`config.mk`:
```
export PLATFORM = sky130hd
export DESIGN_NAME = core_bank_status_regs
export DESIGN_NICKNAME = d
export VERILOG_FILES = /design/src/core_regs_pkg.sv /design/src/core_bank_status_regs.sv
export SDC_FILE = /design/constraint.sdc
export NUM_CORES = 1
export LEC_CHECK = 0
export ABC_AREA = 1
export ABC_CLOCK_PERIOD_IN_PS = 2780
export BUFFER_PORTS_ARGS = -buffer_cell sky130_fd_sc_hd__buf_4
export CAP_MARGIN = 0
export CORE_ASPECT_RATIO = 1.5
export CORE_MARGIN = 4
export CORE_UTILIZATION = 51
export DETAILED_ROUTE_END_ITERATION = 6
export GPL_ROUTABILITY_DRIVEN = 0
export PLACE_DENSITY = 0.82
export SLEW_MARGIN = 10
export SYNTH_ARGS = -nofsm -noshare
export SYNTH_HDL_FRONTEND = slang
export SYNTH_SLANG_ARGS = --single-unit
```
`constraint.sdc`:
```
create_clock -name clk_i -period 2.78 [get_ports clk_i]
set_input_delay 0.417 -clock clk_i [delete_from_list [all_inputs] [get_ports clk_i]]
set_output_delay 0.417 -clock clk_i [all_outputs]
set_load 0.02 [all_outputs]
```
`src/core_regs_pkg.sv`:
```
// package: register offsets, field positions, reset values and core types
package core_regs_pkg;

	// ==========================================================
	// wishbone register map (byte addresses, one word each)
	localparam logic [7:0] OFS_BANK_SEL     = 8'h00;
	localparam logic [7:0] OFS_FLAGS        = 8'h04;
	localparam logic [7:0] OFS_ACC          = 8'h08;
	localparam logic [7:0] OFS_PC_LOW       = 8'h0C;
	localparam logic [7:0] OFS_TBL_PTR_LOW  = 8'h10;
	localparam logic [7:0] OFS_TBL_PTR_HIGH = 8'h14;
	localparam logic [7:0] OFS_TBL_HIGH     = 8'h18;
	localparam logic [7:0] OFS_PC_FULL      = 8'h1C;

	// ==========================================================
	// status field positions
	localparam int FLAG_C   = 0;
	localparam int FLAG_AC  = 1;
	localparam int FLAG_Z   = 2;
	localparam int FLAG_OV  = 3;
	localparam int FLAG_PDF = 4;
	localparam int FLAG_TO  = 5;
	localparam logic [7:0] FLAGS_SW_MASK = 8'h0F;

	// ==========================================================
	// reset values and the undefined bank code
	localparam logic [1:0] BANK_RESET  = 2'h0;
	localparam logic [7:0] BYTE_RESET  = 8'h00;
	localparam logic [1:0] BANK_UNDEF  = 2'h3;

	// ==========================================================
	// arithmetic unit operations
	typedef enum logic [3:0] {
		OP_NONE = 4'h0,
		OP_ADD  = 4'h1,
		OP_ADC  = 4'h2,
		OP_SUB  = 4'h3,
		OP_SBC  = 4'h4,
		OP_AND  = 4'h5,
		OP_OR   = 4'h6,
		OP_XOR  = 4'h7,
		OP_RLC  = 4'h8,
		OP_RRC  = 4'h9,
		OP_MOV  = 4'hA
	} alu_op_t;

	// ==========================================================
	// core event strobes from the instruction sequencer
	typedef struct packed {
		logic alu_go;
		logic wdt_clear;
		logic halt;
		logic wdt_timeout;
		logic power_up;
	} core_evt_t;

	// data memory access request
	typedef struct packed {
		logic       valid;
		logic       we;
		logic       indirect;
		logic [6:0] addr;
		logic [7:0] wdata;
	} mem_req_t;

	// resolved data memory access
	typedef struct packed {
		logic       sfr;
		logic       gp_en;
		logic       gp_we;
		logic [1:0] bank;
		logic [6:0] addr;
	} mem_map_t;

endpackage

```
`src/core_bank_status_regs.sv`:
```
// core special-function logic: bank selector, accumulator, pc low, table, status
// What this block does
// RL1: three-bank selector bits 1:0 pick bank 0, 1 or 2; code 11 undefined.
// RL2: two-bank selector has one writable bit; bits 7:1 read zero.
// RL3: reset clears selector, except watchdog timeout reset during power-down.
// RL4: special function register accesses ignore the bank selector.
// RL5: direct accesses to general memory always reach bank zero.
// RL6: only indirect accesses use the selector to reach other banks.
// RL7: arithmetic results land in the accumulator; no register-to-register path.
// RL8: writing pc low byte jumps within the current program page.
// RL9: a pc low byte write inserts one dummy instruction cycle.
// RL10: table read fetches word at pointer; high byte to table high register.
// RL11: software loads table pointers before table reads, may step them.
// RL12: status writes never change timeout or power-down flags.
// RL13: timeout flag cleared by power-up, watchdog clear, halt; set on timeout.
// RL14: power-down flag cleared by power-up or watchdog clear; set by halt.
// RL15: carry set on add carry or no subtract borrow; rotates update it.
// RL16: auxiliary carry follows carry out of the low nibble.
// RL17: zero flag set when an arithmetic or logic result is zero.
// RL18: overflow set when carry into msb differs from carry out.
// RL19: calls and interrupts never save status automatically.
// RL20: software must not modify reserved data memory bytes.
// RL21: undefined bank code: indirect general reads return zero, writes ignored.
`timescale 1ns/1ps

module core_bank_status_regs
	import core_regs_pkg::*;
#(
	parameter int THREE_BANK = 1,
	parameter int PC_WIDTH   = 13,
	parameter int SFR_TOP    = 127
) (
	input  wire logic                         clk_i,
	input  wire logic                         rst_i,
	// classic wishbone slave
	input  wire logic                         wb_cyc_i,
	input  wire logic                         wb_stb_i,
	input  wire logic                         wb_we_i,
	input  wire logic [7:0]                   wb_adr_i,
	input  wire logic [3:0]                   wb_sel_i,
	input  wire logic [31:0]                  wb_dat_i,
	output logic      [31:0]                  wb_dat_o,
	output logic                              wb_ack_o,
	// sequencer side
	input  wire core_regs_pkg::core_evt_t     evt_i,
	input  wire core_regs_pkg::alu_op_t       alu_op_i,
	input  wire logic [7:0]                   alu_operand_i,
	input  wire core_regs_pkg::mem_req_t      mem_req_i,
	output core_regs_pkg::mem_map_t           mem_map_o,
	input  wire logic                         table_read_i,
	input  wire logic [15:0]                  prog_word_i,
	output logic      [PC_WIDTH-1:0]          prog_addr_o,
	output logic      [7:0]                   table_low_o,
	output logic                              table_low_valid_o,
	output logic                              pc_jump_o,
	output logic                              dummy_cycle_o,
	output logic      [7:0]                   working_accumulator_o,
	output logic      [7:0]                   core_flags_o
);

	// ==========================================================
	// state
	logic [1:0]          bank_selector_reg;
	logic [7:0]          working_accumulator_reg;
	logic [7:0]          table_pointer_low_reg;
	logic [7:0]          table_pointer_high_reg;
	logic [7:0]          table_high_byte_reg;
	logic [PC_WIDTH-1:0] pc_reg;
	logic [5:0]          flags_reg;
	logic                dummy_reg;
	logic                jump_reg;
	logic [7:0]          table_low_reg;
	logic                table_low_valid_reg;
	logic                ack_reg;
	logic [31:0]         rdata_reg;

	// ==========================================================
	// bus decode
	logic       wb_req;
	logic       wb_wr;
	logic       lane0_wr;
	logic [7:0] wbyte;
	logic [1:0] bank_mask;

	assign wb_req    = wb_cyc_i && wb_stb_i && !ack_reg;
	assign wb_wr     = wb_req && wb_we_i;
	assign lane0_wr  = wb_wr && wb_sel_i[0];
	assign wbyte     = wb_dat_i[7:0];
	assign bank_mask = (THREE_BANK != 0) ? 2'h3 : 2'h1; // [RL1] [RL2]

	// ==========================================================
	// arithmetic unit
	logic [8:0] sum;
	logic [4:0] nib;
	logic [7:0] res;
	logic       c7;
	logic       cin;
	logic       is_arith;
	logic       new_c;
	logic       upd_c;

	always_comb begin
		sum      = 9'h000;
		nib      = 5'h00;
		res      = working_accumulator_reg;
		cin      = flags_reg[FLAG_C];
		is_arith = 1'b0;
		upd_c    = 1'b0;
		new_c    = flags_reg[FLAG_C];
		unique case (alu_op_i)
			OP_ADD, OP_ADC: begin
				cin      = (alu_op_i == OP_ADC) ? flags_reg[FLAG_C] : 1'b0;
				sum      = {1'b0, working_accumulator_reg} + {1'b0, alu_operand_i} + {8'h00, cin};
				nib      = {1'b0, working_accumulator_reg[3:0]} + {1'b0, alu_operand_i[3:0]}
					+ {4'h0, cin};
				res      = sum[7:0];
				is_arith = 1'b1;
			end
			OP_SUB, OP_SBC: begin
				// subtract as add of complement: carry out means no borrow
				cin      = (alu_op_i == OP_SBC) ? flags_reg[FLAG_C] : 1'b1;
				sum      = {1'b0, working_accumulator_reg} + {1'b0, ~alu_operand_i} + {8'h00, cin};
				nib      = {1'b0, working_accumulator_reg[3:0]} + {1'b0, ~alu_operand_i[3:0]}
					+ {4'h0, cin};
				res      = sum[7:0];
				is_arith = 1'b1;
			end
			OP_AND: res = working_accumulator_reg & alu_operand_i;
			OP_OR:  res = working_accumulator_reg | alu_operand_i;
			OP_XOR: res = working_accumulator_reg ^ alu_operand_i;
			OP_RLC: begin
				res   = {working_accumulator_reg[6:0], flags_reg[FLAG_C]};
				new_c = working_accumulator_reg[7];
				upd_c = 1'b1; // [RL15]
			end
			OP_RRC: begin
				res   = {flags_reg[FLAG_C], working_accumulator_reg[7:1]};
				new_c = working_accumulator_reg[0];
				upd_c = 1'b1; // [RL15]
			end
			OP_MOV:  res = alu_operand_i;
			default: res = working_accumulator_reg;
		endcase
		// carry into bit 7 recovered from operand and result bits
		c7 = res[7] ^ working_accumulator_reg[7]
			^ ((alu_op_i == OP_SUB || alu_op_i == OP_SBC) ? ~alu_operand_i[7] : alu_operand_i[7]);
	end

	logic alu_fire;
	logic is_logic;
	assign alu_fire = evt_i.alu_go && alu_op_i != OP_NONE;
	assign is_logic = alu_op_i == OP_AND || alu_op_i == OP_OR || alu_op_i == OP_XOR;

	// ==========================================================
	// bank selector
	always_ff @(posedge clk_i) begin
		if (rst_i) begin
			// watchdog timeout while halted keeps the selected bank
			if (!(evt_i.wdt_timeout && flags_reg[FLAG_PDF]) || evt_i.power_up) begin
				bank_selector_reg <= BANK_RESET; // [RL3]
			end
		end else if (lane0_wr && wb_adr_i == OFS_BANK_SEL) begin
			bank_selector_reg <= wbyte[1:0] & bank_mask; // [RL1] [RL2]
		end
	end

	// ==========================================================
	// data memory mapping
	always_comb begin
		mem_map_o      = '0;
		mem_map_o.addr = mem_req_i.addr;
		if (mem_req_i.valid) begin
			if (mem_req_i.addr <= 7'(SFR_TOP) && mem_req_i.addr < 7'h40) begin
				mem_map_o.sfr  = 1'b1; // [RL4]
				mem_map_o.bank = 2'h0;
			end else if (!mem_req_i.indirect) begin
				mem_map_o.gp_en = 1'b1;
				mem_map_o.gp_we = mem_req_i.we;
				mem_map_o.bank  = 2'h0; // [RL5]
			end else if (bank_selector_reg != BANK_UNDEF) begin
				mem_map_o.gp_en = 1'b1;
				mem_map_o.gp_we = mem_req_i.we;
				mem_map_o.bank  = bank_selector_reg; // [RL6]
			end
			// undefined code: no enable, read data forced to zero downstream [RL21]
		end
	end

	// ==========================================================
	// accumulator: sole destination of the arithmetic unit
	always_ff @(posedge clk_i) begin
		if (rst_i) begin
			working_accumulator_reg <= BYTE_RESET;
		end else if (alu_fire) begin
			working_accumulator_reg <= res; // [RL7]
		end else if (lane0_wr && wb_adr_i == OFS_ACC) begin
			working_accumulator_reg <= wbyte;
		end
	end

	// ==========================================================
	// status flags
	always_ff @(posedge clk_i) begin
		if (rst_i) begin
			if (evt_i.power_up) begin
				flags_reg[FLAG_TO]  <= 1'b0; // [RL13]
				flags_reg[FLAG_PDF] <= 1'b0; // [RL14]
			end else if (evt_i.wdt_timeout) begin
				flags_reg[FLAG_TO]  <= 1'b1; // [RL13]
			end
			flags_reg[3:0] <= 4'h0;
		end else begin
			if (evt_i.wdt_timeout) begin
				flags_reg[FLAG_TO] <= 1'b1; // [RL13]
			end else if (evt_i.wdt_clear || evt_i.halt) begin
				flags_reg[FLAG_TO] <= 1'b0; // [RL13]
			end
			if (evt_i.halt) begin
				flags_reg[FLAG_PDF] <= 1'b1; // [RL14]
			end else if (evt_i.wdt_clear) begin
				flags_reg[FLAG_PDF] <= 1'b0; // [RL14]
			end
			if (alu_fire) begin
				if (is_arith) begin
					flags_reg[FLAG_C]  <= sum[8]; // [RL15]
					flags_reg[FLAG_AC] <= nib[4]; // [RL16]
					flags_reg[FLAG_OV] <= c7 ^ sum[8]; // [RL18]
				end else if (upd_c) begin
					flags_reg[FLAG_C] <= new_c; // [RL15]
				end
				if (is_arith || is_logic) begin
					flags_reg[FLAG_Z] <= (res == 8'h00); // [RL17]
				end
			end else if (lane0_wr && wb_adr_i == OFS_FLAGS) begin
				flags_reg[3:0] <= wbyte[3:0] & FLAGS_SW_MASK[3:0]; // [RL12]
			end
		end
	end

	// ==========================================================
	// program counter and dummy cycle
	always_ff @(posedge clk_i) begin
		if (rst_i) begin
			pc_reg    <= '0;
			jump_reg  <= 1'b0;
			dummy_reg <= 1'b0;
		end else begin
			jump_reg  <= 1'b0;
			dummy_reg <= jump_reg; // [RL9]
			if (lane0_wr && wb_adr_i == OFS_PC_LOW) begin
				pc_reg   <= {pc_reg[PC_WIDTH-1:8], wbyte}; // [RL8]
				jump_reg <= 1'b1; // [RL8]
			end else if (lane0_wr && wb_adr_i == OFS_PC_FULL) begin
				pc_reg <= wb_dat_i[PC_WIDTH-1:0];
			end
		end
	end

	// ==========================================================
	// look-up table; pointers are loaded by software before reads [RL11]
	always_ff @(posedge clk_i) begin
		if (rst_i) begin
			table_pointer_low_reg  <= BYTE_RESET;
			table_pointer_high_reg <= BYTE_RESET;
			table_high_byte_reg    <= BYTE_RESET;
			table_low_reg          <= BYTE_RESET;
			table_low_valid_reg    <= 1'b0;
		end else begin
			table_low_valid_reg <= 1'b0;
			if (lane0_wr && wb_adr_i == OFS_TBL_PTR_LOW) begin
				table_pointer_low_reg <= wbyte;
			end
			if (lane0_wr && wb_adr_i == OFS_TBL_PTR_HIGH) begin
				table_pointer_high_reg <= wbyte;
			end
			if (table_read_i) begin
				table_high_byte_reg <= prog_word_i[15:8]; // [RL10]
				table_low_reg       <= prog_word_i[7:0]; // [RL10]
				table_low_valid_reg <= 1'b1;
			end
		end
	end

	// table fetch address while a read is underway, else the pc
	assign prog_addr_o = table_read_i
		? PC_WIDTH'({table_pointer_high_reg, table_pointer_low_reg}) : pc_reg; // [RL10]

	// ==========================================================
	// wishbone answer: one wait state, unmapped reads zero
	always_ff @(posedge clk_i) begin
		if (rst_i) begin
			ack_reg   <= 1'b0;
			rdata_reg <= 32'h0000_0000;
		end else begin
			ack_reg   <= wb_req;
			rdata_reg <= 32'h0000_0000;
			if (wb_req && !wb_we_i) begin
				unique case (wb_adr_i)
					OFS_BANK_SEL:     rdata_reg[1:0] <= bank_selector_reg; // [RL2]
					OFS_FLAGS:        rdata_reg[5:0] <= flags_reg;
					OFS_ACC:          rdata_reg[7:0] <= working_accumulator_reg;
					OFS_PC_LOW:       rdata_reg[7:0] <= pc_reg[7:0];
					OFS_TBL_PTR_LOW:  rdata_reg[7:0] <= table_pointer_low_reg;
					OFS_TBL_PTR_HIGH: rdata_reg[7:0] <= table_pointer_high_reg;
					OFS_TBL_HIGH:     rdata_reg[7:0] <= table_high_byte_reg;
					OFS_PC_FULL:      rdata_reg[PC_WIDTH-1:0] <= pc_reg;
					default:          rdata_reg <= 32'h0000_0000;
				endcase
			end
		end
	end

	// status is never stacked: no push path exists toward the stack [RL19]
	assign wb_ack_o              = ack_reg;
	assign wb_dat_o              = rdata_reg;
	assign pc_jump_o             = jump_reg;
	assign dummy_cycle_o         = dummy_reg;
	assign working_accumulator_o = working_accumulator_reg;
	assign core_flags_o          = {2'b00, flags_reg};
	assign table_low_o           = table_low_reg;
	assign table_low_valid_o     = table_low_valid_reg;

endmodule

```
==> run metrics, run 1 <==
Post-CTS Setup Repair Bufs 0; # rows 44; Max IR drop VDD between 500 and 600 uV; Post-Synthesis Cells around 780; crit share post-route 0.9250; first-pass GRT wire length 24840 um; H-tree depth 3; worst-path fanout max 4; Post-synth ARST share 0; Pre-antenna DRT Iters 5; CTS max path bufs 2; Die ar. ~0.012 mm^2; Post-DP HPWL 12630 um; vias per cell 5.472; Hold Path Class in -> reg; wire per inst between 15 and 20 um; sequential element share of the synthesized area 0.3115; Clock Power Share 0.364; Core Footprint ~0.0097 mm^2; fin util 0.6514; CTS tree yes; fmax 388.9 MHz; commonest non-fill, non-tap cells in the layout 165 x nand2_1, 138 x buf_4, 93 x inv_1; switch share 0.2960; DRT iter0 DRCs 376; Internal 0.002057 W; clk_skew around 3.5 ps; most common cell after layout, fill and taps aside nand2_1; NetSw 0.0008647 W; number of global-route vias before repair 5287; number of port buffers 122; Congestion Overflow GR 0; outcome finished, final reports clean; Flop pwr share 0.411; Tmin final roughly 2600 ps; initial antenna violation count 0; largest net degree at the start of global routing 38; height of the die approximately 130 um; CTS resizes 0; Area growth syn-to-layout 23.46%; top_reg_cell synth dfxtp_1; RSZ-0062 raised after global routing no; pre-CTS setup slack -69.67 ps; gr usage total 0.2643; Yosys reg bits 78; Worst Path Class, Setup in -> reg; crit start category primary input; Num CTS Buffers 9; number of flops mapped to enable cells by yosys 4; CP Capture Type flip-flop; syn_area_per_cell roughly 6.6 um^2; Gate power share 0.225; CTS Sinks 78; Power Density 460.2 mW/mm^2; synthesized area 0.005141 mm^2; Required @ worst endpoint between 3000 and 4000 ps; Slew @ Worst Pin 643.0 ps; Final Hold Fails 0; share of post-route cells with drive strength above 1 0.1991; final net count 1023; starting density of the core 0.5276; post-route ant nets 0; PnR Total Power 0.002921 W; Clock Latency Late Sink about 330 ps; hold_buf cts 0; library cells used by synthesis 41; warnings from Yosys 0; Slew headroom 0.5697; CTS Root Cell clkbuf_16; LEAKAGE 3.029 nW; worst setup margin around 210 ps; setup TNS 0 ps; Max-Cap Viols 0; Worst EP arrival 2840 ps; Setup-failing EPs final 0; Residual DRC 0; Top Ports 186; Final Max Tran Viols 0; die width 89.98 um; ANT cells 0; clock-pin slew on the worst setup and hold paths approximately 60 ps; routed via count 5549; Post-Route WL 16090 um; fill count 905
[worst max-delay path, stage by stage]
cell and delay [ps]:
buf_4 110, inv_1 60, nand2_1 80, inv_1 90, nand3_1 90, fa_1 420, fa_1 390, inv_1 120
nand3_1 80, nand2_1 140, nand4_1 110, nand2_1 90, nand2_1 60, nand2_1 110, nand2_1 50, nand2_1 80
inv_1 40, nand3_1 70, nand3_1 70, a21oi_1 130
[power by group through the flow]
stage          combinational [W]  sequential, W  clock, W
2_1_floorplan           0.000396        0.00125         0
3_3_place_gp            0.000637        0.00122         0
3_5_place_dp            0.000645        0.00122         0
4_1_cts                 0.000649        0.00120   0.00107
5_1_grt                 0.000721        0.00120   0.00112
6_report                0.000657        0.00120   0.00106
[cells in the mapped netlist, types with 5 or more instances]
| master | count | share of area |
|---|---|---|
| a31oi_1 | 9 | 0.011 |
| nand2_1 | 165 | 0.12 |
| o211ai_1 | 5 | 0.0073 |
| nor2_1 | 82 | 0.060 |
| clkbuf_1 | 14 | 0.010 |
| o22ai_1 | 8 | 0.0097 |
| nand4_1 | 7 | 0.0085 |
| ha_1 | 23 | 0.056 |
| o21ai_0 | 73 | 0.071 |
| a21oi_1 | 62 | 0.060 |
| a221oi_1 | 8 | 0.014 |
| inv_2 | 5 | 0.0037 |
| nand2_2 | 7 | 0.0085 |
| inv_1 | 93 | 0.068 |
| dfxtp_1 | 74 | 0.29 |
| buf_4 | 28 | 0.041 |
| nor3_1 | 9 | 0.0088 |
| nor2_2 | 10 | 0.012 |
| nand3_1 | 43 | 0.042 |
| buf_2 | 9 | 0.0088 |
[kinds of logic (layout without fill, tap and decap cells)]
family          after synthesis  in the layout  synth area share
other cells                   1             21         0.0007294
simple gates                335            335            0.2787
fa+ha+maj                    27             27           0.07155
xor+xnor                      1              1          0.001704
flops                        78             78            0.3115
compound gates              184            184            0.2008
buf+inv                     152            253            0.1351
[area by class of cell]
cell class | count | area, um^2 | area share
tap | 115 | 143.9 | 0.02267
inverter | 100 | 375.4 | 0.05914
timing repair buffer | 138 | 1036 | 0.1632
multi-input combinational | 568 | 2920 | 0.4601
clock buffer | 14 | 264.0 | 0.04159
clock inverter | 1 | 5.005 | 0.0007885
sequential | 78 | 1603 | 0.2525
[through the flow]
step | cell area, um^2 | instances | hold slack (ps)
floorplan | 5216 | 798 | 428.9
global placement | 6077 | 999 | 435.7
detailed placement | 6077 | 999 | 448.2
CTS | 6346 | 1014 | 299.6
global route | 6347 | 1014 | 326.3
finish | 6347 | 1014 | 306.4
[per-layer routing]
metal,vias to the layer above,part of all wire,track usage
li1,2728,-,-
met1,2492,0.34,0.2631
met2,263,0.53,0.5102
met3,66,0.071,0.05212
met4,0,0.054,0.1587
met5,-,0,0
[path summary, 6_finish.rpt]
kind	start	to	slack [ps]	cells past startpoint
worst max register to register	working_accumulator_o[0]	flags_reg[3]	230	16
worst max-delay path	alu_op_i[0]	flags_reg[3]	210	20
worst min-delay path	prog_word_i[0]	table_low_o[0]	310	3
worst min register to register	pc_reg[8]	wb_dat_o[8]	460	2
(Power assumes the default switching activity.)
==> inputs of run 2 (changes only) <==
--- a/config.mk
+++ b/config.mk
@@ -11,10 +11,11 @@
 export CAP_MARGIN = 0
 export CORE_ASPECT_RATIO = 1.5
 export CORE_MARGIN = 4
-export CORE_UTILIZATION = 51
+export CORE_UTILIZATION = 52
+export CTS_BUF_LIST = sky130_fd_sc_hd__clkbuf_2 sky130_fd_sc_hd__clkbuf_4 sky130_fd_sc_hd__clkbuf_8
 export DETAILED_ROUTE_END_ITERATION = 6
 export GPL_ROUTABILITY_DRIVEN = 0
-export PLACE_DENSITY = 0.82
+export PLACE_DENSITY = 0.83
 export SLEW_MARGIN = 10
 export SYNTH_ARGS = -nofsm -noshare
 export SYNTH_HDL_FRONTEND = slang
==> run 2 against run 1 <==
Utilization is essentially flat. Design area fell by 0.49%. Clock-buffer cell count decreased by 2. Critical path depth is 4 lower. Critical endpoint unchanged.
==> run metrics, run 2 (synthesis gave the netlist of run 1 again) <==
die width 89.19 um (-0.88%); ANT cells 0 (unchanged); LEAKAGE 3.023 nW (-0.17%); CP Capture Type flip-flop; Pre-antenna DRT Iters 5 (unchanged); height of the die 129.8 um (-0.90%); crit start category flip-flop; Max-Cap Viols 0 (unchanged); worst-path fanout max 5 (+1); starting density of the core 0.5306 (+0.002998); outcome finished, final reports clean; Residual DRC 0 (unchanged); Worst Path Class, Setup reg -> reg; CP peak stage delay 450 ps (+30 ps); # rows 44 (unchanged); final net count 1025 (+0.20%); commonest non-fill, non-tap cells in the layout 165 x nand2_1, 140 x buf_4, 93 x inv_1; first-pass GRT wire length 24250 um (-2.4%); Slew headroom 0.5548 (-0.01492); Power Density 443.2 mW/mm^2 (-3.7%); crit share post-route 0.9188 (-0.006200); CP max-delay cell fa_1; Setup-failing EPs final 0 (unchanged); fmax 391.5 MHz (+0.67%); Clock Latency Late Sink 350 ps (+20 ps); DRT iter0 DRCs 401 (+6.6%); Top cell by count, worst path nand2_1; Multi-input gate area 0.002920 mm^2 (unchanged); CTS Root Cell clkbuf_8; Post-DP HPWL 12450 um (-1.4%); Congestion Overflow GR 0 (unchanged); Area growth syn-to-layout 22.85%; RSZ-0062 raised after global routing no; Final Max Tran Viols 0 (unchanged); final instance area 0.006316 mm^2 (-0.49%); largest net degree at the start of global routing 48 (+26%); Top Ports 186 (unchanged); Slew @ Worst Pin 665.3 ps (+22.30 ps); sequential cell area 0.001603 mm^2 (unchanged); Required @ worst endpoint 3060 ps (+20 ps); Post-Route WL 16170 um (+0.45%); H-tree depth 3 (unchanged); fill count 867 (-4.2%); Post-CTS Setup Repair Bufs 0 (unchanged); number of port buffers 122 (unchanged); hold_buf cts 0 (unchanged); Core Footprint 0.009689 mm^2 (-0.57%); Area after DPL 0.006092 mm^2 (+0.25%); initial antenna violation count 0 (unchanged); crit-path cells inv_1 -> fa_1 -> fa_1 -> inv_1 -> nand3_1 -> nand2_1 -> nand4_1 -> nand2_1 -> nand2_1 -> nand2_1 -> nand2_1 -> nand2_1 -> inv_1 -> nand3_1 -> nand3_1 -> a21oi_1; wire per inst 15.90 um (+0.16%); share of post-route cells with drive strength above 1 0.2051 (+0.005990); vias per cell 5.569 (+1.8%); Worst EP arrival 2830 ps (about the same); Tmin final 2554 ps (-17.24 ps); CTS tree yes; Hold Path Class in -> reg; Die ar. 0.01157 mm^2 (-1.8%); Hold Slack 281.9 ps (-24.46 ps); routed via count 5664 (+2.1%); Max IR drop VDD 489.9 uV (-4.8%); clock-pin slew on the worst setup and hold paths 80 ps (+20 ps); number of global-route vias before repair 5195 (-1.7%); most common cell after layout, fill and taps aside nand2_1; CTS max path bufs 2 (unchanged); CTS Sinks 78 (unchanged); Final Hold Fails 0 (unchanged); post-route ant nets 0 (unchanged); clk_skew 9.501 ps (+6.040 ps); gr usage total 0.2707 (+0.006337); Num CTS Buffers 9 (unchanged); CTS resizes 0 (unchanged)
[run 2: cell count changes in the layout (fill, tap and decap cells not counted)]
cell / before / now
buf_4: 138 / 140
clkbuf_4: 0 / 2
clkbuf_8: 2 / 10
clkbuf_1: 3 / 0
bufinv_16: 0 / 2
clkinv_2: 1 / 2
clkbuf_16: 9 / 0
[run 2: path summary, 6_finish.rpt]
kind,startpoint,to,slack (ps),cells after the start
max,working_accumulator_o[0],flags_reg[3],230,16
min,prog_word_i[7],table_low_o[7],280,3
max reg2reg,working_accumulator_o[0],flags_reg[3],230,16
min reg2reg,pc_jump_o,dummy_cycle_o,430,2
[run 2: critical path, delay by kind of cell (launching register included)]
| family | cells | cell delay (ps) |
|---|---|---|
| fa+ha+maj | 2 | 850 |
| simple gates | 10 | 850 |
| flops | 1 | 380 |
| buf+inv | 3 | 280 |
| compound gates | 1 | 130 |
[run 2: metrics by stage]
step / setup WS (ps) / power [W] / std cells / utilization / setup TNS [ps]
2_1_floorplan: 306.1 / 0.001646 / 798 / - / 0
3_3_place_gp: -27.06 / 0.001862 / 1001 / 0.6287 / -27.06
3_5_place_dp: -45.44 / 0.001872 / 1001 / 0.6287 / -82.93
4_1_cts: 176.8 / 0.002796 / 1017 / 0.6517 / 0
5_1_grt: 67.08 / 0.002926 / 1017 / 0.6519 / 0
6_report: 225.8 / 0.002799 / 1017 / 0.6519 / 0
[run 2: area by class of cell]
cell class              count  share of cell area
clock buffers              12             0.02417
clock inverters             4             0.01109
inverters                 100             0.05943
multi-input cells         568              0.4624
flip-flops and latches     78              0.2538
well taps                 115             0.02278
repair buffers            140              0.1664
[run 2: report_power, final]
part | internal [W] | switching (W)
Combinational | 0.000245 | 0.000420
Clock | 0.000547 | 0.000390
Sequential | 0.00116 | 0.0000326
Total | 0.00196 | 0.000842
[run 2: layer usage]
metal,track usage,routed length (um)
met2,0.4824,8359
met4,0.1797,964
met3,0.04296,1196
met5,0,0
met1,0.2849,5647
